`src/shared/cif_pkg.sv`:
```
// Shared constants, types and CRC helper for the card identification block
package cif_pkg;

    // ------------------------------------------------------------
    // Timing
    // ------------------------------------------------------------
    localparam int unsigned CORE_CLK_MHZ    = 250;
    localparam int unsigned POWERUP_TIME_US = 1;
    localparam int unsigned POWERUP_CYCLES  = CORE_CLK_MHZ * POWERUP_TIME_US;
    localparam logic [1:0]  RESP_GAP_CLKS   = 2'h2;

    // ------------------------------------------------------------
    // Reset values and card properties
    // ------------------------------------------------------------
    localparam logic [15:0] RCA_DEFAULT     = 16'h0001;
    localparam logic [15:0] DSR_DEFAULT     = 16'h0404;
    localparam logic [30:0] OCR_WINDOW      = 31'h00ff8000;
    localparam logic [3:0]  STATUS_ST_IDENT = 4'h2;

    // ------------------------------------------------------------
    // Frame layout
    // ------------------------------------------------------------
    localparam logic [5:0]  CMD_FRAME_LAST  = 6'h2f;
    localparam logic [7:0]  SHORT_RESP_BITS = 8'h30;
    localparam logic [7:0]  LONG_RESP_BITS  = 8'h88;

    // ------------------------------------------------------------
    // Command indices
    // ------------------------------------------------------------
    localparam logic [5:0]  CMD_GO_IDLE     = 6'h00;
    localparam logic [5:0]  CMD_OP_COND     = 6'h01;
    localparam logic [5:0]  CMD_ALL_CID     = 6'h02;
    localparam logic [5:0]  CMD_SET_ADDR    = 6'h03;
    localparam logic [5:0]  CMD_GO_INACTIVE = 6'h0f;

    typedef enum logic [2:0] {
        ST_IDLE,
        ST_READY,
        ST_IDENT,
        ST_STBY,
        ST_INACTIVE
    } cif_state_t;

    typedef enum logic [1:0] {
        OP_IDENT,
        OP_XFER,
        OP_INACTIVE
    } cif_opmode_t;

    // CRC7, polynomial x^7 + x^3 + 1, over the first 40 frame bits
    function automatic logic [6:0] crc7(input logic [39:0] d);
        logic [6:0] c;
        logic       fb;
        c = 7'h00;
        for (int i = 39; i >= 0; i--) begin
            fb = d[i] ^ c[6];
            c  = {c[5:0], 1'b0};
            if (fb) begin
                c = c ^ 7'h09;
            end
        end
        return c;
    endfunction

endpackage

```
`src/verilog/cif_card_id_fsm.sv`:
```
// Card-side identification phase state machine
//
// What this block does
// [RULE1] Host starts all traffic; card only answers
// [RULE2] Own-address and some broadcast commands get responses
// [RULE3] Stay in identification until address assignment
// [RULE4] Interrupt mode entered and left jointly
// [RULE5] Each state maps to mode and bus drive
// [RULE6] Power-on starts in Idle, native mode
// [RULE7] Reset command goes Idle or SPI
// [RULE8] Reset floats outputs, defaults address and drivers
// [RULE9] Reset command refused in Inactive, except SPI
// [RULE10] Bad voltage window sends card Inactive
// [RULE11] Zero window queries; host then picks window
// [RULE12] Busy bit set until power-up completes
// [RULE13] Window change during initialisation is ignored
// [RULE14] Addressed deactivate with matching address: Inactive
// [RULE15] Inactive left only by power cycle
// [RULE16] Host begins open-drain at slow clock
// [RULE17] Open-drain responses drive only low levels
// [RULE18] Identification number arbitration; loser stays Ready
// [RULE19] Arbitration winner moves to Identification state
// [RULE20] Address assignment: Stand-by, push-pull, ignore identification
// [RULE21] Host repeats identification until timeout
// [RULE22] Relative address is 16 bits, host-written
// [RULE23] Driver-stage setting resets to 0x404
// [RULE24] Addressed card ignores identification commands
// [RULE25] Invalid commands ignored without response
`timescale 1ns/100ps
`default_nettype none
module cif_card_id_fsm #(
    parameter int unsigned POWERUP_CYCLES = cif_pkg::POWERUP_CYCLES
) (
    input  wire logic         core_clk_in,
    input  wire logic         reset_in,
    input  wire logic         bus_clk_in,
    input  wire logic         cmd_in,
    input  wire logic         spi_select_n_in,
    input  wire logic [127:0] card_id_in,
    output logic              cmd_out,
    output logic              cmd_oe_out,
    output logic [2:0]        card_state_out,
    output logic [1:0]        op_mode_out,
    output logic              push_pull_out,
    output logic              spi_mode_out,
    output logic              power_busy_out,
    output logic [15:0]       rca_out,
    output logic [15:0]       dsr_out
);

    // ------------------------------------------------------------
    // State
    // ------------------------------------------------------------
    typedef struct packed {
        logic                clk_s1;
        logic                clk_s2;
        logic                clk_prev;
        logic                cmd_s1;
        logic                cmd_s2;
        logic                cs_s1;
        logic                cs_s2;
        cif_pkg::cif_state_t state;
        logic [15:0]         rca;
        logic [15:0]         dsr;
        logic                win_set;
        logic [30:0]         win;
        logic [15:0]         pu_cnt;
        logic                pu_done;
        logic                spi;
        logic                cid_pend;
        logic                start;
        logic [135:0]        frame;
        logic [7:0]          len;
        logic                arb;
    } cif_fsm_t;

    cif_fsm_t s_ff;
    cif_fsm_t nxt_s;

    logic        bit_rise;
    logic        bit_fall;
    logic        rx_valid;
    logic [5:0]  rx_index;
    logic [31:0] rx_arg;
    logic        tx_busy;
    logic        tx_done;
    logic        tx_lost;
    logic        pp_mode;
    logic [31:0] ocr;
    logic [31:0] status;
    logic [30:0] eff_win;
    logic [39:0] r1_head;

    // Edges found on the synchronised link clock only
    assign bit_rise = s_ff.clk_s2 & ~s_ff.clk_prev;
    assign bit_fall = ~s_ff.clk_s2 & s_ff.clk_prev;
    assign pp_mode  = (s_ff.state == cif_pkg::ST_STBY); // [RULE5] [RULE20]

    // ------------------------------------------------------------
    // Frame engines
    // ------------------------------------------------------------
    cif_cmd_rx u_rx (
        .core_clk_in   (core_clk_in),
        .reset_in      (reset_in),
        .bit_rise_in   (bit_rise),
        .cmd_bit_in    (s_ff.cmd_s2),
        .enable_in     (~tx_busy & ~s_ff.start & ~s_ff.spi),
        .cmd_valid_out (rx_valid),
        .cmd_index_out (rx_index),
        .cmd_arg_out   (rx_arg)
    );

    cif_resp_tx u_tx (
        .core_clk_in  (core_clk_in),
        .reset_in     (reset_in),
        .bit_rise_in  (bit_rise),
        .bit_fall_in  (bit_fall),
        .cmd_line_in  (s_ff.cmd_s2),
        .start_in     (s_ff.start),
        .frame_in     (s_ff.frame),
        .len_in       (s_ff.len),
        .arb_in       (s_ff.arb),
        .push_pull_in (pp_mode),
        .busy_out     (tx_busy),
        .done_out     (tx_done),
        .lost_out     (tx_lost),
        .cmd_out      (cmd_out),
        .cmd_oe_out   (cmd_oe_out)
    );

    // ------------------------------------------------------------
    // Next state
    // ------------------------------------------------------------
    always_comb begin
        nxt_s          = s_ff;
        nxt_s.clk_s1   = bus_clk_in;
        nxt_s.clk_s2   = s_ff.clk_s1;
        nxt_s.clk_prev = s_ff.clk_s2;
        nxt_s.cmd_s1   = cmd_in;
        nxt_s.cmd_s2   = s_ff.cmd_s1;
        nxt_s.cs_s1    = spi_select_n_in;
        nxt_s.cs_s2    = s_ff.cs_s1;
        nxt_s.start    = 1'b0;

        // Busy bit in the op-condition reply tracks this
        ocr     = {s_ff.pu_done, cif_pkg::OCR_WINDOW};                   // [RULE12]
        eff_win = s_ff.win_set ? s_ff.win : rx_arg[30:0];               // [RULE13]
        status  = 32'h0;
        status[12:9] = cif_pkg::STATUS_ST_IDENT;
        r1_head = {2'b00, cif_pkg::CMD_SET_ADDR, status};

        if (!s_ff.pu_done) begin
            if (s_ff.pu_cnt == 16'(POWERUP_CYCLES - 1)) begin
                nxt_s.pu_done = 1'b1;
            end else begin
                nxt_s.pu_cnt = s_ff.pu_cnt + 16'h0001;
            end
        end

        // Outcome of identification-number arbitration
        if (s_ff.cid_pend && tx_done) begin
            nxt_s.cid_pend = 1'b0;
            nxt_s.state    = cif_pkg::ST_IDENT;   // [RULE19]
        end else if (s_ff.cid_pend && tx_lost) begin
            nxt_s.cid_pend = 1'b0;                // [RULE18]
        end

        // Only host commands trigger anything here
        if (rx_valid) begin                       // [RULE1]
            if (rx_index == cif_pkg::CMD_GO_IDLE) begin
                if (!s_ff.cs_s2) begin
                    nxt_s.spi = 1'b1;             // [RULE7] [RULE9]
                end
                if (s_ff.state != cif_pkg::ST_INACTIVE) begin
                    // Software reset also restarts the power-up procedure
                    nxt_s.state    = cif_pkg::ST_IDLE;           // [RULE7] [RULE9]
                    nxt_s.rca      = cif_pkg::RCA_DEFAULT;       // [RULE8]
                    nxt_s.dsr      = cif_pkg::DSR_DEFAULT;       // [RULE8] [RULE23]
                    nxt_s.win_set  = 1'b0;                       // [RULE13]
                    nxt_s.pu_cnt   = 16'h0000;
                    nxt_s.pu_done  = 1'b0;
                    nxt_s.cid_pend = 1'b0;
                end
            end else begin
                case (s_ff.state)
                    cif_pkg::ST_IDLE: begin
                        if (rx_index == cif_pkg::CMD_OP_COND) begin
                            if (rx_arg[30:0] == 31'h0) begin
                                // Query only: reply, no state change
                                nxt_s.start = 1'b1;             // [RULE11] [RULE2]
                            end else if ((eff_win & cif_pkg::OCR_WINDOW) == 31'h0) begin
                                nxt_s.state = cif_pkg::ST_INACTIVE; // [RULE10]
                            end else begin
                                nxt_s.start   = 1'b1;           // [RULE10] [RULE2]
                                nxt_s.win_set = 1'b1;
                                nxt_s.win     = eff_win;        // [RULE13]
                                if (s_ff.pu_done) begin
                                    nxt_s.state = cif_pkg::ST_READY; // [RULE12]
                                end
                            end
                            nxt_s.frame = {2'b00, 6'h3f, ocr, 7'h7f, 1'b1, 88'h0};
                            nxt_s.len   = cif_pkg::SHORT_RESP_BITS;
                            nxt_s.arb   = 1'b0;
                        end
                    end
                    cif_pkg::ST_READY: begin
                        if (rx_index == cif_pkg::CMD_ALL_CID) begin
                            nxt_s.start    = 1'b1;              // [RULE18] [RULE2]
                            nxt_s.cid_pend = 1'b1;
                            nxt_s.frame    = {2'b00, 6'h3f, card_id_in[127:1], 1'b1};
                            nxt_s.len      = cif_pkg::LONG_RESP_BITS;
                            nxt_s.arb      = 1'b1;              // [RULE18]
                        end
                    end
                    cif_pkg::ST_IDENT: begin
                        if (rx_index == cif_pkg::CMD_SET_ADDR) begin
                            nxt_s.rca   = rx_arg[31:16];        // [RULE22]
                            nxt_s.state = cif_pkg::ST_STBY;     // [RULE3] [RULE20]
                            nxt_s.start = 1'b1;                 // [RULE2]
                            nxt_s.frame = {r1_head, cif_pkg::crc7(r1_head), 1'b1, 88'h0};
                            nxt_s.len   = cif_pkg::SHORT_RESP_BITS;
                            nxt_s.arb   = 1'b0;
                        end
                    end
                    cif_pkg::ST_STBY: begin
                        // Identification commands fall through unanswered
                        if (rx_index == cif_pkg::CMD_GO_INACTIVE &&
                            rx_arg[31:16] == s_ff.rca) begin
                            nxt_s.state = cif_pkg::ST_INACTIVE; // [RULE14] [RULE24]
                        end
                    end
                    cif_pkg::ST_INACTIVE: begin
                        nxt_s.state = cif_pkg::ST_INACTIVE;     // [RULE15]
                    end
                    default: begin
                        nxt_s.state = cif_pkg::ST_IDLE;         // [RULE25]
                    end
                endcase
            end
        end
    end

    // ------------------------------------------------------------
    // Registers
    // ------------------------------------------------------------
    always_ff @(posedge core_clk_in) begin
        if (reset_in) begin
            s_ff         <= '0;
            s_ff.clk_s1  <= 1'b0;
            s_ff.clk_s2  <= 1'b0;
            s_ff.clk_prev <= 1'b0;
            s_ff.cmd_s1  <= 1'b1;
            s_ff.cmd_s2  <= 1'b1;
            s_ff.cs_s1   <= 1'b1;
            s_ff.cs_s2   <= 1'b1;
            s_ff.state   <= cif_pkg::ST_IDLE;         // [RULE6]
            s_ff.rca     <= cif_pkg::RCA_DEFAULT;     // [RULE8]
            s_ff.dsr     <= cif_pkg::DSR_DEFAULT;     // [RULE23]
        end else begin
            s_ff <= nxt_s;
        end
    end

    // ------------------------------------------------------------
    // Outputs
    // ------------------------------------------------------------
    // Wait-IRQ is never entered here, so interrupt mode cannot desync
    always_comb begin
        case (s_ff.state)
            cif_pkg::ST_STBY:     op_mode_out = 2'(cif_pkg::OP_XFER);     // [RULE5] [RULE4]
            cif_pkg::ST_INACTIVE: op_mode_out = 2'(cif_pkg::OP_INACTIVE); // [RULE5]
            default:              op_mode_out = 2'(cif_pkg::OP_IDENT);    // [RULE3]
        endcase
    end

    assign card_state_out = 3'(s_ff.state);
    assign push_pull_out  = pp_mode;
    assign spi_mode_out   = s_ff.spi;
    assign power_busy_out = ~s_ff.pu_done;
    assign rca_out        = s_ff.rca;
    assign dsr_out        = s_ff.dsr;

endmodule
`default_nettype wire

```
`src/verilog/cif_cmd_rx.sv`:
```
// Command frame receiver: deserialises and checks host commands
`timescale 1ns/100ps
`default_nettype none
module cif_cmd_rx (
    input  wire logic        core_clk_in,
    input  wire logic        reset_in,
    input  wire logic        bit_rise_in,
    input  wire logic        cmd_bit_in,
    input  wire logic        enable_in,
    output logic             cmd_valid_out,
    output logic [5:0]       cmd_index_out,
    output logic [31:0]      cmd_arg_out
);

    typedef struct packed {
        logic        busy;
        logic [5:0]  cnt;
        logic [46:0] sh;
        logic        valid;
        logic [5:0]  index;
        logic [31:0] arg;
    } cif_rx_t;

    cif_rx_t s_ff;
    cif_rx_t nxt_s;
    logic [47:0] frm;

    always_comb begin
        nxt_s       = s_ff;
        nxt_s.valid = 1'b0;
        frm         = {s_ff.sh, cmd_bit_in};
        if (bit_rise_in) begin
            if (!s_ff.busy) begin
                // Start bit only; line held high otherwise
                if (enable_in && !cmd_bit_in) begin
                    nxt_s.busy = 1'b1;
                    nxt_s.cnt  = 6'h01;
                    nxt_s.sh   = 47'h0;
                end
            end else begin
                nxt_s.sh  = frm[46:0];
                nxt_s.cnt = s_ff.cnt + 6'h01;
                if (s_ff.cnt == cif_pkg::CMD_FRAME_LAST) begin
                    nxt_s.busy = 1'b0;
                    // Bad CRC or framing: drop silently
                    if (frm[46] && frm[0] && frm[7:1] == cif_pkg::crc7(frm[47:8])) begin
                        nxt_s.valid = 1'b1;
                        nxt_s.index = frm[45:40];
                        nxt_s.arg   = frm[39:8];
                    end
                end
            end
        end
    end

    always_ff @(posedge core_clk_in) begin
        if (reset_in) begin
            s_ff <= '0;
        end else begin
            s_ff <= nxt_s;
        end
    end

    assign cmd_valid_out = s_ff.valid;
    assign cmd_index_out = s_ff.index;
    assign cmd_arg_out   = s_ff.arg;

endmodule
`default_nettype wire

```
`src/verilog/cif_resp_tx.sv`:
```
// Response serialiser with open-drain arbitration on the command line
`timescale 1ns/100ps
`default_nettype none
module cif_resp_tx (
    input  wire logic         core_clk_in,
    input  wire logic         reset_in,
    input  wire logic         bit_rise_in,
    input  wire logic         bit_fall_in,
    input  wire logic         cmd_line_in,
    input  wire logic         start_in,
    input  wire logic [135:0] frame_in,
    input  wire logic [7:0]   len_in,
    input  wire logic         arb_in,
    input  wire logic         push_pull_in,
    output logic              busy_out,
    output logic              done_out,
    output logic              lost_out,
    output logic              cmd_out,
    output logic              cmd_oe_out
);

    typedef struct packed {
        logic         busy;
        logic         drive;
        logic [1:0]   gap;
        logic [7:0]   left;
        logic [135:0] sh;
        logic         arb;
        logic         pp;
        logic         cur;
        logic         out;
        logic         oe;
        logic         done;
        logic         lost;
    } cif_tx_t;

    cif_tx_t s_ff;
    cif_tx_t nxt_s;

    always_comb begin
        nxt_s      = s_ff;
        nxt_s.done = 1'b0;
        nxt_s.lost = 1'b0;
        if (start_in && !s_ff.busy) begin
            nxt_s.busy = 1'b1;
            nxt_s.gap  = cif_pkg::RESP_GAP_CLKS;
            nxt_s.left = len_in;
            nxt_s.sh   = frame_in;
            nxt_s.arb  = arb_in;
            nxt_s.pp   = push_pull_in;
        end else if (s_ff.busy) begin
            // Bits change on the falling link edge, host samples on rising
            if (bit_fall_in) begin
                if (s_ff.gap != 2'h0) begin
                    nxt_s.gap = s_ff.gap - 2'h1;
                end else if (s_ff.left != 8'h00) begin
                    nxt_s.cur   = s_ff.sh[135];
                    nxt_s.sh    = {s_ff.sh[134:0], 1'b0};
                    nxt_s.left  = s_ff.left - 8'h01;
                    nxt_s.drive = 1'b1;
                    nxt_s.oe    = s_ff.pp | ~s_ff.sh[135]; // [RULE17] [RULE20]
                    nxt_s.out   = s_ff.pp & s_ff.sh[135];  // [RULE17]
                end else begin
                    nxt_s.busy  = 1'b0;
                    nxt_s.drive = 1'b0;
                    nxt_s.oe    = 1'b0;
                    nxt_s.done  = 1'b1;
                end
            end
            // Wired-AND pulled our high bit low: another card wins
            if (bit_rise_in && s_ff.drive && s_ff.arb && cmd_line_in != s_ff.cur) begin
                nxt_s.busy  = 1'b0; // [RULE18]
                nxt_s.drive = 1'b0;
                nxt_s.oe    = 1'b0;
                nxt_s.lost  = 1'b1;
            end
        end
    end

    always_ff @(posedge core_clk_in) begin
        if (reset_in) begin
            s_ff <= '0;
        end else begin
            s_ff <= nxt_s;
        end
    end

    assign busy_out   = s_ff.busy;
    assign done_out   = s_ff.done;
    assign lost_out   = s_ff.lost;
    assign cmd_out    = s_ff.out;
    assign cmd_oe_out = s_ff.oe;

endmodule
`default_nettype wire
```
`config.mk`:
```
export PLATFORM = sky130hd
export DESIGN_NAME = cif_card_id_fsm
export DESIGN_NICKNAME = d
export VERILOG_FILES = /design/src/shared/cif_pkg.sv /design/src/verilog/cif_card_id_fsm.sv /design/src/verilog/cif_cmd_rx.sv /design/src/verilog/cif_resp_tx.sv
export SDC_FILE = /design/constraint.sdc
export NUM_CORES = 1
export LEC_CHECK = 0
export BUFFER_PORTS_ARGS = -buffer_cell sky130_fd_sc_hd__buf_2
export CAP_MARGIN = 25
export CORE_MARGIN = 2
export CORE_UTILIZATION = 59
export CTS_CLUSTER_SIZE = 16
export DETAILED_ROUTE_END_ITERATION = 8
export PLACE_DENSITY_LB_ADDON = 0.12
export SLEW_MARGIN = 20
export SYNTH_ARGS = -nofsm -noshare
export SYNTH_HDL_FRONTEND = slang
export SYNTH_SLANG_ARGS = --single-unit
```
`constraint.sdc`:
```
create_clock -name core_clk_in -period 4.1 [get_ports core_clk_in]
set_input_delay 0.615 -clock core_clk_in [delete_from_list [all_inputs] [get_ports core_clk_in]]
set_output_delay 0.615 -clock core_clk_in [all_outputs]
set_load 0.02 [all_outputs]
```
======== Word-level counts from Yosys, hierarchy flattened ========
Index checks and enable logic that the tools add are counted.
operators by class
  $add $sub $neg .......................... 4
  equality and inequality tests ........... 22
  muxes and demuxes ....................... 384
  bitwise gates (word level) .............. 136
  reductions and logical operators ........ 47
operators with widths
  kind                number
  $mux W7             252
  $mux W146           4
  $pmux W146 S3       1
  $mux W148           2
  $mux W4             73
  $mux W144           2
  $mux W232           1
  $mux W147           1
  $not A2 Y2          72
  $mux W32            4
  $mux W54            2
  $logic_not A31 Y1   2
  $mux W31            2
  $mux W16            3
  $mux W39            1
  $xor A1 B1 Y1       39
  $mux W19            2
  $mux W36            1
  $mux W17            2
  $reduce_bool A2 Y1  11
  $not A1 Y1          19
  $mux W18            1
  $mux W3             6
  $reduce_and A6 Y1   3
  other kinds (39)    87
word-level totals
  bits in registers ....................... 471
  input port bits ......................... 133
  output and inout bits ................... 42

======== Longest topological paths before layout ========
Gate-level depths: netlist of the first run.
  depth in word-level cells ............... 203
  mapped depth ............................ 12
  depth with buffers taken out ............ 9

======== Modules after synthesis ========
From an unflattened synthesis of the first run, not the netlist that was laid out.
second synthesis, totals
  cell total of the unflattened synthesis .. 1787
  area, all modules ....................... 18311.3 um2
by module, submodules not included
  module           instances  cells an instance  area an instance (um2)  sequential area each (um2)
  cif_card_id_fsm  1          676                7004.2                  3743.6
  cif_resp_tx      1          635                6354.8                  3103.0
  cif_cmd_rx       1          476                4952.2                  1861.8

======== Worst setup path before layout of the first run ========
No wires, ideal clock.
  path kind ............................... reg2reg
  start ................................... register u_rx.s_ff, in the netlist u_rx.frm[46]
  end ..................................... register u_rx.s_ff, in the netlist u_rx.cmd_arg_out[14]
  setup time .............................. 0.132 ns
  arrival time ............................ 2.952 ns
  data required time ...................... 3.968 ns
  slack ................................... 1.016 ns
  stages on the path, launching flop included .. 13
  buffers on the path ..................... 3
  path through ............................ dfxtp_1 > clkbuf_1 > xnor3_2 > xnor3_2 > xor2_2 > xnor2_1 > xnor3_1 > nor3_2 > o21bai_2 > buf_4 > buf_2 > o21ai_0 > a21oi_1
between the ends
  longest elaborated chain between the ends .. 156
  elaborated cells on any way between the ends .. 217
  classes of those cells .................. eq/ne: 1; mux: 156; bitwise: 57; reduce/logical: 3
ends and longest elaborated chain
  what                                  line              source
  start: declaration                    cif_cmd_rx.sv:24  cif_rx_t s_ff;
  start signal: assignment              cif_cmd_rx.sv:60  s_ff <= nxt_s;
  $xor A1 B1 Y1                         cif_pkg.sv:56     fb = d[i] ^ c[6];
  $mux W4                               cif_pkg.sv:58     if (fb) begin
  $mux W7                               cif_cmd_rx.sv:43  if (s_ff.cnt == cif_pkg::CMD_FRAME_LAST) begin
  $mux W7                               cif_cmd_rx.sv:33  if (!s_ff.busy) begin
  $mux W7                               cif_cmd_rx.sv:32  if (bit_rise_in) begin
  $mux W4                               cif_pkg.sv:58
  $mux W7                               cif_cmd_rx.sv:43
  $mux W7                               cif_cmd_rx.sv:33
  [140 not listed]                      --
  $not A2 Y2 (no source line)           --
  $mux W4                               cif_pkg.sv:58
  $mux W7                               cif_cmd_rx.sv:43
  $mux W7                               cif_cmd_rx.sv:33
  $mux W7                               cif_cmd_rx.sv:32
  $eq A7 B7 Y1                          cif_cmd_rx.sv:46  if (frm[46] && frm[0] && frm[7:1] == cif_pkg::crc7(frm[47:8])) begin
  $logic_and A1 B1 Y1 *                 cif_cmd_rx.sv:46
  $reduce_and A4 Y1 (no source line) *  --
Every way passes the cells marked *; elsewhere a longest branch is shown, timed or not. The select of a mux whose other input is x is not followed.
A chain may end at the register's enable or synchronous reset.

======== Final worst setup path of the first run ========
  start ................................... register u_rx.s_ff, in the netlist u_rx.frm[46]
  end ..................................... register u_rx.s_ff, in the netlist u_rx.cmd_arg_out[16]
The elaborated chain is that of the path after synthesis.

==> flow_summary_export.csv, run 1 <==
group,metric,value,unit
worst_hold_path,hold_class,"in2reg",
timing,tightest_slew,1.02,ns
grt,grt_antenna_before_repair,0,
floorplanning,core,0.0305,sq mm
final_layout,layout_common_cells,"435 x dfxtp_1, 335 x nand2_1, 327 x a21oi_1",
worst_setup_path,path_cells,"xnor3_2 > xnor3_2 > xor2_2 > xnor2_1 > xnor3_1 > nor3_2 > o21ba_2 > buf_12 > nand3_1 > a21oi_1",
floorplanning,start_util,59.7,%
place,portBuffers,157,
timing,relSlewSlack,32.0,%
clock_tree,clk_latency,0.55,ns
grt,grt_max_degree,131,
timing,fin_crit_sh,87.1,%
worst_setup_path,critPathLaunchType,"register",
synthesis,synthCells,2180,
final_layout,drive_gt1_share,12.9,%
synthesis,synth-seq-cells,435,
clock_tree,cts.sinks,435,
clock_tree,postCtsSetupRepairBufs,0,
final_layout,area_growth,12.5,%
final_layout,diodes,0,
clock_tree,numCtsBuffers,44,
power,leakage,7.02,nW
floorplanning,die_y,180,um
clock_tree,cts.repair.resized,0,
synthesis,ys.flop_type,"dfxtp_1",
clock_tree,path_clk_slew,0.06,ns
routing,drt_iter0_drc,1333,
timing,hold_viol_final,0,
worst_setup_path,cp.required,4.56,ns
routing,drc,0,
clock_tree,clk_path_buf_depth,3,
synthesis,synth_area,0.0182,sq mm
flow_run,drv_cap,0,
floorplanning,io_pins,175,
timing,fin_setup_tns,0,ns
worst_setup_path,end_kind,"register",
clock_tree,htreeDepth,2,
clock_tree,holdBufCountCts,0,
grt,grt.total_usage,25.6,%
synthesis,synth_cell_types,60,
clock_tree,cts_root_buf,"clkbuf_16",
grt,grt_pass1_wl,71.1,mm
synthesis,syn_area_per_cell,8.35,sq um
floorplanning,dieWidth,180,um
final_layout,fin_area,0.0205,sq mm
worst_setup_path,crit_arrival,4.04,ns
floorplanning,dieArea,0.0323,sq mm
timing,final.setup_skew,0.0165,ns
synthesis,yosys_warnings,0,
power,vdd_ir_drop_max,0.379,mV
worst_setup_path,r2r_slack,0.53,ns
power,powerDensity,429,mW/mm^2
grt,overflow,0,
worst_setup_path,cp_num_buf_inv,1,
worst_setup_path,crit_fanout,22,
timing,rsz0062_at_grt,"no",
routing,viasPerCell,5.87,
worst_setup_path,cpMaxStageDelayCell,"dfxtp_1",
timing,finalCriticalPeriod,3.57,ns
routing,vias,15400,
worst_setup_path,crit_family,"XOR/XNOR gates",
routing,first_pass_iters,5,
clock_tree,cts_tree,"done",
grt,grt_pass1_vias,14200,
outcome,status,"finished, final reports clean",
worst_setup_path,crit_type,"reg2reg",
routing,wl_per_cell,16.5,um
worst_setup_path,max_stage_delay,0.51,ns
final_layout,final_common_cell,"dfxtp_1",
timing,setup_viol,0,
final_layout,num-nets-final,2336,
worst_setup_path,crit_top_cell,"xnor3_2",
place,gp_congestion,0.857,
routing,drt_wl_total,43.4,mm
place,hpwl,26.0,mm
timing,drv_slew,0,
routing,ant_nets,0,
synthesis,synth-edff-count,0,
synthesis,ys_seq_area_share,47.8,%
synthesis,async_flop_share,0,%
floorplanning,core.rowCount,64,
timing,fmax,280,MHz
place,postPlaceCellArea,0.0189,sq mm
## per-stage QoR
stage / power [mW] / setup slack [ns] / util, % / instances / hold slack [ns]
final: 8.78 / 0.529 / 67.1 / 2630 / 0.268
after floorplan: 4.43 / 1.02 / - / 2194 / 0.389
after detailed placement: 4.50 / 0.563 / 61.8 / 2548 / 0.401
after CTS: 8.83 / 0.526 / 67.1 / 2630 / 0.254
after global placement: 4.50 / 0.678 / 61.8 / 2548 / 0.394
after global routing: 9.03 / 0.328 / 67.1 / 2630 / 0.260
## power breakdown
part | switching [mW] | total, mW | internal (mW)
logic | 0.114 | 0.176 | 0.0616
registers | 0.00516 | 4.24 | 4.23
clock network | 1.69 | 4.37 | 2.68
## Yosys cell counts (all sizes together), types with 3 or more instances
cell / instances / area share (%)
dfxtp: 435 / 48
nand2: 335 / 6.9
a21oi: 327 / 9.0
nand3: 219 / 6.0
clkbuf: 161 / 3.3
nor2: 122 / 2.5
a22oi: 116 / 4.8
o21ai: 75 / 2.1
buf: 64 / 2.3
xnor2: 60 / 3.0
a211oi: 41 / 1.7
xor2: 36 / 1.8
nor3: 31 / 0.88
a31oi: 16 / 0.55
xnor3: 15 / 1.9
nand4: 13 / 0.45
mux2i: 12 / 0.66
nor4: 12 / 0.41
inv: 9 / 0.19
nor2b: 9 / 0.31
and3: 8 / 0.27
nand2b: 7 / 0.24
or2: 6 / 0.21
ha: 5 / 0.34
nand3b: 5 / 0.21
xor3: 5 / 0.65
nor3b: 3 / 0.12
o21bai: 3 / 0.14
or4: 3 / 0.12
## worst paths after layout
path | from | endpoint | cells past startpoint
setup / recovery | u_rx.frm[46] | u_rx.cmd_arg_out[16] | 10
hold / removal | spi_select_n_in | nxt_s[232] | 2
setup reg to reg | u_rx.frm[46] | u_rx.cmd_arg_out[16] | 10
hold reg to reg | nxt_s[234] | s_ff[234] | 1
## state kept, by name, indices dropped and copies added, names as in the netlist, 3 cells and up
signal,cells
u_rx.cmd_arg_out,32
rca_out,16
u_tx.s_ff,150
u_rx.s_ff,7
u_rx.frm,47
s_ff,162
nxt_s,4
card_state_out,3
u_rx.cmd_index_out,6
## worst reg2reg max path, cell delays in order, from the launching register on
cell	delay [ns]
dfxtp_1	0.51
xnor3_2	0.33
xnor3_2	0.49
xor2_2	0.20
xnor2_1	0.29
xnor3_1	0.48
nor3_2	0.24
o21ba_2	0.48
buf_12	0.23
nand3_1	0.09
a21oi_1	0.17
## layout make-up
| type | count | area (sq um) |
|---|---|---|
| Clock inverter | 20 | 313 |
| Fill cell | 2599 | 10000 |
| Tap cell | 396 | 495 |
| Inverter | 9 | 33.8 |
| Sequential cell | 435 | 8710 |
| Multi-Input combinational cell | 1525 | 8560 |
| Clock buffer | 62 | 1310 |
| Timing Repair Buffer | 183 | 1070 |
## logic make-up after synthesis
group	Yosys count	share of synthesized area, %
multiplexers	13	0.742
AO/OA/AOI/OAI	591	18.8
other	2	0.0412
buffers and inverters	234	5.79
adder cells (fa/ha/maj)	5	0.344
XOR/XNOR	116	7.26
flip-flops	435	47.8
AND/OR/NAND/NOR	784	19.2
## layer usage
layer	vias to the layer above	GRT usage (%)	part of all wire, %
met1	7333	36.5	45
met3	77	3.18	5.4
li1	7584	-	-
met2	444	41.0	47
met5	-	0	0
met4	0	7.48	2.4
(Power assumes the default switching activity.)
==> run 2: changes to the inputs <==
Settings changed: SETUP_SLACK_MARGIN set to 0.4, SYNTH_HIERARCHICAL set to 1.
==> flow_summary_export.csv, run 2 <==
group,metric,value,unit
worst_setup_path,crit_fanout,18,
clock_tree,path_clk_slew,0.06,ns
final_layout,num-nets-final,1950,
worst_setup_path,end_kind,"register",
floorplanning,core,0.0306,sq mm
grt,overflow,0,
synthesis,ys.flop_type,"dfxtp_1",
final_layout,area_growth,11.3,%
place,gp_congestion,0.836,
timing,hold_viol_final,0,
synthesis,synthCells,1787,
worst_hold_path,hp-start,"spi_select_n_in",
flow_run,drv_cap,0,
floorplanning,dieWidth,180,um
place,hpwl,25.4,mm
synthesis,netlist.area_leader.share,47.6,%
routing,vias,13500,
timing,final.setup_skew,0.0193,ns
routing,viasPerCell,6.03,
final_layout,drive_gt1_share,15.7,%
synthesis,synthTopCellsByCount,"435 x dfxtp_1, 133 x nor2_1, 123 x a22o_1, 108 x and3_1, 100 x clkbuf_1",
synthesis,synth_area,0.0183,sq mm
synthesis,syn_area_per_cell,10.2,sq um
grt,grt_pass1_vias,12900,
floorplanning,dieArea,0.0325,sq mm
timing,fin_setup_tns,0,ns
floorplanning,start_util,59.9,%
worst_setup_path,reg2reg_from,"u_rx/frm[43]",
worst_hold_path,hold_class,"in2reg",
power,vdd_ir_drop_max,0.327,mV
routing,wl_per_cell,18.4,um
clock_tree,clk_path_buf_depth,3,
worst_setup_path,cp.required,4.55,ns
worst_setup_path,startpoint,"u_rx/frm[43]",
synthesis,ys_seq_area_share,47.6,%
timing,finalCriticalPeriod,3.55,ns
synthesis,yosys_warnings,6,
grt,grt_pass1_wl,67.2,mm
clock_tree,htreeDepth,2,
grt,grt_max_degree,110,
outcome,status,"finished, final reports clean",
final_layout,top_register,"s_ff",
worst_setup_path,critPathLaunchType,"register",
timing,fmax,281,MHz
grt,grt_antenna_before_repair,1,
synthesis,synth_most_common_cell,"dfxtp_1",
timing,rsz0062_at_grt,"no",
synthesis,synth-seq-cells,435,
worst_setup_path,cpMaxStageDelayCell,"xnor3_2",
synthesis,async_flop_share,0,%
routing,first_pass_iters,5,
worst_setup_path,path_cells,"xnor2_1 > xnor3_2 > xor3_2 > xor2_1 > xnor3_1 > or3_1 > a2111oi_4 > buf_4 > buf_8 > mux2i_1",
worst_setup_path,crit_type,"reg2reg",
timing,setup_viol,0,
synthesis,ys_top_cells_by_area,"dfxtp_1 48%, a22o_1 5.9%, a221o_1 5.4%",
routing,drt_wl_total,41.4,mm
place,portBuffers,157,
synthesis,synth-edff-count,0,
routing,ant_nets,0,
grt,grt.total_usage,24.6,%
floorplanning,die_y,180,um
routing,drc,0,
clock_tree,numCtsBuffers,45,
timing,relSlewSlack,34.1,%
floorplanning,io_pins,175,
synthesis,synth_top_area_cell,"dfxtp_1",
final_layout,layout_common_cells,"434 x dfxtp_1, 156 x buf_2, 133 x nor2_1",
timing,fin_crit_sh,86.7,%
routing,drt_iter0_drc,936,
timing,drv_slew,0,
final_layout,largest_register_ffs,162,
clock_tree,cts.sinks,435,
power,leakage,8.26,nW
worst_setup_path,crit_arrival,4.00,ns
floorplanning,core.rowCount,64,
clock_tree,cts_tree,"done",
worst_setup_path,max_stage_delay,0.47,ns
synthesis,synth_cell_types,75,
timing,tightest_slew,0.989,ns
clock_tree,clk_latency,0.55,ns
power,powerDensity,435,mW/mm^2
final_layout,final_util,66.6,%
clock_tree,cts_root_buf,"clkbuf_16",
clock_tree,holdBufCountCts,0,
final_layout,final_common_cell,"dfxtp_1",
## run 2: logic make-up (layout without fill, tap and decap cells)
| logic type | after synthesis | in the layout | synth area share (%) |
|---|---|---|---|
| adders and majority gates | 5 | 5 | 0.342 |
| AOI/OAI and AO/OA | 440 | 440 | 19.9 |
| xor gates and xnor gates | 106 | 106 | 7.35 |
| and+or+nand+nor | 515 | 515 | 15.2 |
| muxes | 49 | 49 | 2.68 |
| DFF | 435 | 435 | 47.6 |
| buffers and inverters | 235 | 277 | 6.89 |
| other | 2 | 23 | 0.0410 |
## run 2: layout make-up
| type | count | area (sq um) |
|---|---|---|
| Inverter | 11 | 41.3 |
| Timing Repair Buffer | 182 | 1020 |
| Clock buffer | 67 | 1370 |
| Sequential cell | 435 | 8710 |
| Clock inverter | 17 | 264 |
| Multi-Input combinational cell | 1137 | 8470 |
| Antenna cell | 1 | 2.50 |
| Fill cell | 2456 | 10200 |
| Tap cell | 396 | 495 |
## run 2: worst paths after layout
kind / slack [ns] / cells after the start / end
max: 0.55 / 10 / u_rx/cmd_arg_out[7]
max reg2reg: 0.55 / 10 / u_rx/cmd_arg_out[7]
min: 0.26 / 2 / nxt_s[232]
min reg2reg: 0.41 / 1 / s_ff[234]
## run 2: worst max-delay path: cells and delay by family (launching register included)
family          cells  cell delay, ns
buf+inv             2            0.40
simple gates        1            0.41
flops               1            0.37
mux                 1            0.23
xor+xnor            5            1.75
compound gates      1            0.31
## run 2: timing repair
action,CTS,global route
resized for setup,0,8
setup endpoints to repair,17,39
pin swaps,0,1
setup buffers,0,1
endpoints found under the hold margin,0,0
## run 2: stage by stage
stage | cell area [sq um] | std cells | setup slack (ns) | hold WS, ns | total power [mW]
after floorplan | 18400 | 1807 | 0.701 | 0.389 | 4.45
after global placement | 18700 | 2159 | 0.532 | 0.395 | 4.54
after detailed placement | 18700 | 2160 | 0.357 | 0.397 | 4.54
after CTS | 20300 | 2244 | 0.357 | 0.248 | 8.95
after global routing | 20400 | 2246 | 0.379 | 0.253 | 9.13
final | 20400 | 2246 | 0.547 | 0.261 | 8.87
## run 2: power by group
part,internal (mW),switching [mW],total [mW]
Sequential,4.23,0.00556,4.24
Clock,2.75,1.66,4.42
Combinational,0.0729,0.139,0.212
## run 2: per-layer routing
| layer | part of all wire, % | vias to the layer above | wire length, um | global-route usage, % |
|---|---|---|---|---|
| met3 | 4.4 | 73 | 1840 | 3.54 |
| li1 | - | 6549 | - | - |
| met2 | 48 | 351 | 19700 | 41.0 |
| met4 | 2.2 | 0 | 905 | 6.90 |
| met1 | 46 | 6573 | 18900 | 33.4 |
| met5 | 0 | - | 0 | 0 |
==> run 3: changes to the inputs <==
Settings changed: CORE_UTILIZATION 59 to 53.
Clock period 4.1 ns to 3.2 ns, I/O delays scaled along.
==> flow_summary_export.csv, run 3 (synthesis results as in run 2) <==
group,metric,value,unit
final_layout,drive_gt1_share,19.0,%
place,hpwl,26.7,mm
grt,grt_pass1_wl,70.4,mm
worst_setup_path,r2r_slack,-0.11,ns
floorplanning,dieArea,0.0361,sq mm
grt,grt.total_usage,23.9,%
flow_run,drv_cap,0,
place,portBuffers,157,
floorplanning,io_pins,175,
worst_setup_path,max_stage_delay,0.52,ns
grt,grt_antenna_before_repair,0,
timing,final.setup_skew,0.0194,ns
routing,first_pass_iters,5,
outcome,violations,"setup timing",
final_layout,top_register,"s_ff",
timing,finalCriticalPeriod,3.31,ns
routing,wl_met2,20.9,mm
worst_setup_path,cp_num_cells,10,
timing,relSlewSlack,53.5,%
worst_setup_path,cpMaxStageDelayCell,"xnor3_2",
timing,hold_viol_final,0,
floorplanning,start_util,53.4,%
timing,rsz0062_at_grt,"yes",
worst_setup_path,path_cells,"xnor2_1 > xnor3_2 > xnor3_1 > xnor3_1 > or3_4 > a2111oi_4 > buf_6 > buf_6 > buf_12 > mux2i_1",
grt,grt_max_degree,117,
routing,wl_per_cell,18.5,um
power,vdd_ir_drop_max,0.415,mV
final_layout,fin_area,0.0211,sq mm
power,total_power,11.2,mW
floorplanning,core,0.0343,sq mm
routing,wl_met1,19.9,mm
routing,wl_met3,1.88,mm
worst_hold_path,min_to,"nxt_s[232]",
timing,fin_crit_sh,104,%
final_layout,final_common_cell,"dfxtp_1",
power,powerDensity,532,mW/mm^2
routing,routed.top_layer,"met4",
clock_tree,path_clk_slew,0.06,ns
floorplanning,core.rowCount,68,
worst_setup_path,crit_fanout,10,
final_layout,num-nets-final,2006,
floorplanning,dieWidth,190,um
clock_tree,cts.sinks,435,
timing,setup_slack,-0.114,ns
worst_setup_path,crit_family,"XOR/XNOR gates",
routing,viasPerCell,5.79,
timing,setup_viol,37,
worst_setup_path,crit_type,"reg2reg",
routing,drc,0,
worst_setup_path,crit_arrival,3.79,ns
worst_setup_path,rr_worst_depth,10,
worst_setup_path,critPathLaunchType,"register",
grt,overflow,0,
clock_tree,htreeDepth,2,
worst_hold_path,hp-start,"spi_select_n_in",
place,postPlaceCellArea,0.0191,sq mm
clock_tree,numCtsBuffers,46,
worst_setup_path,end_kind,"register",
worst_setup_path,timing.rr.end,"u_rx/cmd_arg_out[10]",
clock_tree,holdBufCountCts,0,
outcome,status,"finished with violations",
power,leakage,8.60,nW
final_layout,final_util,61.5,%
clock_tree,clk_latency,0.57,ns
clock_tree,cts_root_buf,"clkbuf_16",
worst_hold_path,hold_class,"in2reg",
final_layout,fillCellCount,2852,
final_layout,diodes,0,
worst_setup_path,cp.required,3.68,ns
routing,vias,13700,
final_layout,area_growth,15.3,%
clock_tree,cts_tree,"done",
worst_setup_path,cp_num_buf_inv,3,
grt,grt_pass1_vias,13200,
clock_tree,clk_path_buf_depth,3,
routing,ant_nets,0,
final_layout,layout_common_cells,"429 x dfxtp_1, 156 x buf_2, 133 x nor2_1",
floorplanning,die_y,190,um
routing,drt_wl_total,43.6,mm
routing,drt_iter0_drc,789,
timing,tightest_slew,0.698,ns
timing,drv_slew,0,
timing,fmax,302,MHz
place,gp_congestion,0.840,
worst_hold_path,holdPathStages,2,
worst_setup_path,reg2reg_from,"u_rx/frm[45]",
timing,hold_slack,0.103,ns
final_layout,largest_register_ffs,162,
-- run 3: changes by cell type in the layout (fill, tap and decap cells not counted), sizes merged --
cell / previous run / this run
clkinv: 9 / 7
diode: 1 / 0
clkinvlp: 0 / 1
clkbuf: 67 / 71
buf: 182 / 235
bufinv: 7 / 4
-- run 3: per-layer routing --
metal  vias up  track usage, %
met1      6686            32.5
met4         0            6.41
li1       6663               -
met3        61            3.97
met2       248            39.4
met5         -               0
-- run 3: how the worst max path moves through the flow --
| stage | from | endpoint | slack, ns |
|---|---|---|---|
| floorplan | u_rx/frm[40] | u_rx/cmd_arg_out[26] | 0.04 |
| global placement | u_rx/frm[45] | u_rx/cmd_arg_out[22] | -0.12 |
| detailed placement | u_rx/frm[45] | u_rx/cmd_arg_out[10] | -0.20 |
| CTS | u_rx/frm[25] | u_rx/cmd_arg_out[10] | -0.15 |
| global route | u_rx/frm[34] | u_rx/cmd_arg_out[26] | -0.20 |
| finish | u_rx/frm[45] | u_rx/cmd_arg_out[10] | -0.11 |
-- run 3: area by class of cell --
class	count	area [sq um]	area share, %
Clock buffer	69	1410	6.68
Clock inverter	13	171	0.812
Inverter	11	41.3	0.196
Multi-Input combinational cell	1137	8570	40.6
Sequential cell	435	8720	41.3
Tap cell	455	569	2.70
Timing Repair Buffer	237	1630	7.73
-- run 3: repair_timing --
item                                   4_1_cts  5_1_grt
setup endpoints to repair                   39       39
resized for setup                           11       14
endpoints found under the hold margin        0        0
gates cloned                                 4        2
setup buffers                                5        4
pin swaps                                    0        9
-- run 3: power by group --
part	internal, mW	switching, mW	total [mW]
Sequential	5.42	0.00630	5.43
Combinational	0.102	0.181	0.283
Clock	3.35	2.16	5.51
Total	8.88	2.34	11.2
-- run 3: through the flow --
step           TNS (ns)  setup slack, ns  instances
5_1_grt           -6.44           -0.199       2357
2_1_floorplan         0           0.0422       1807
6_report          -3.06           -0.114       2357
3_3_place_gp      -4.09           -0.119       2259
4_1_cts           -4.21           -0.152       2350
3_5_place_dp      -6.47           -0.198       2259
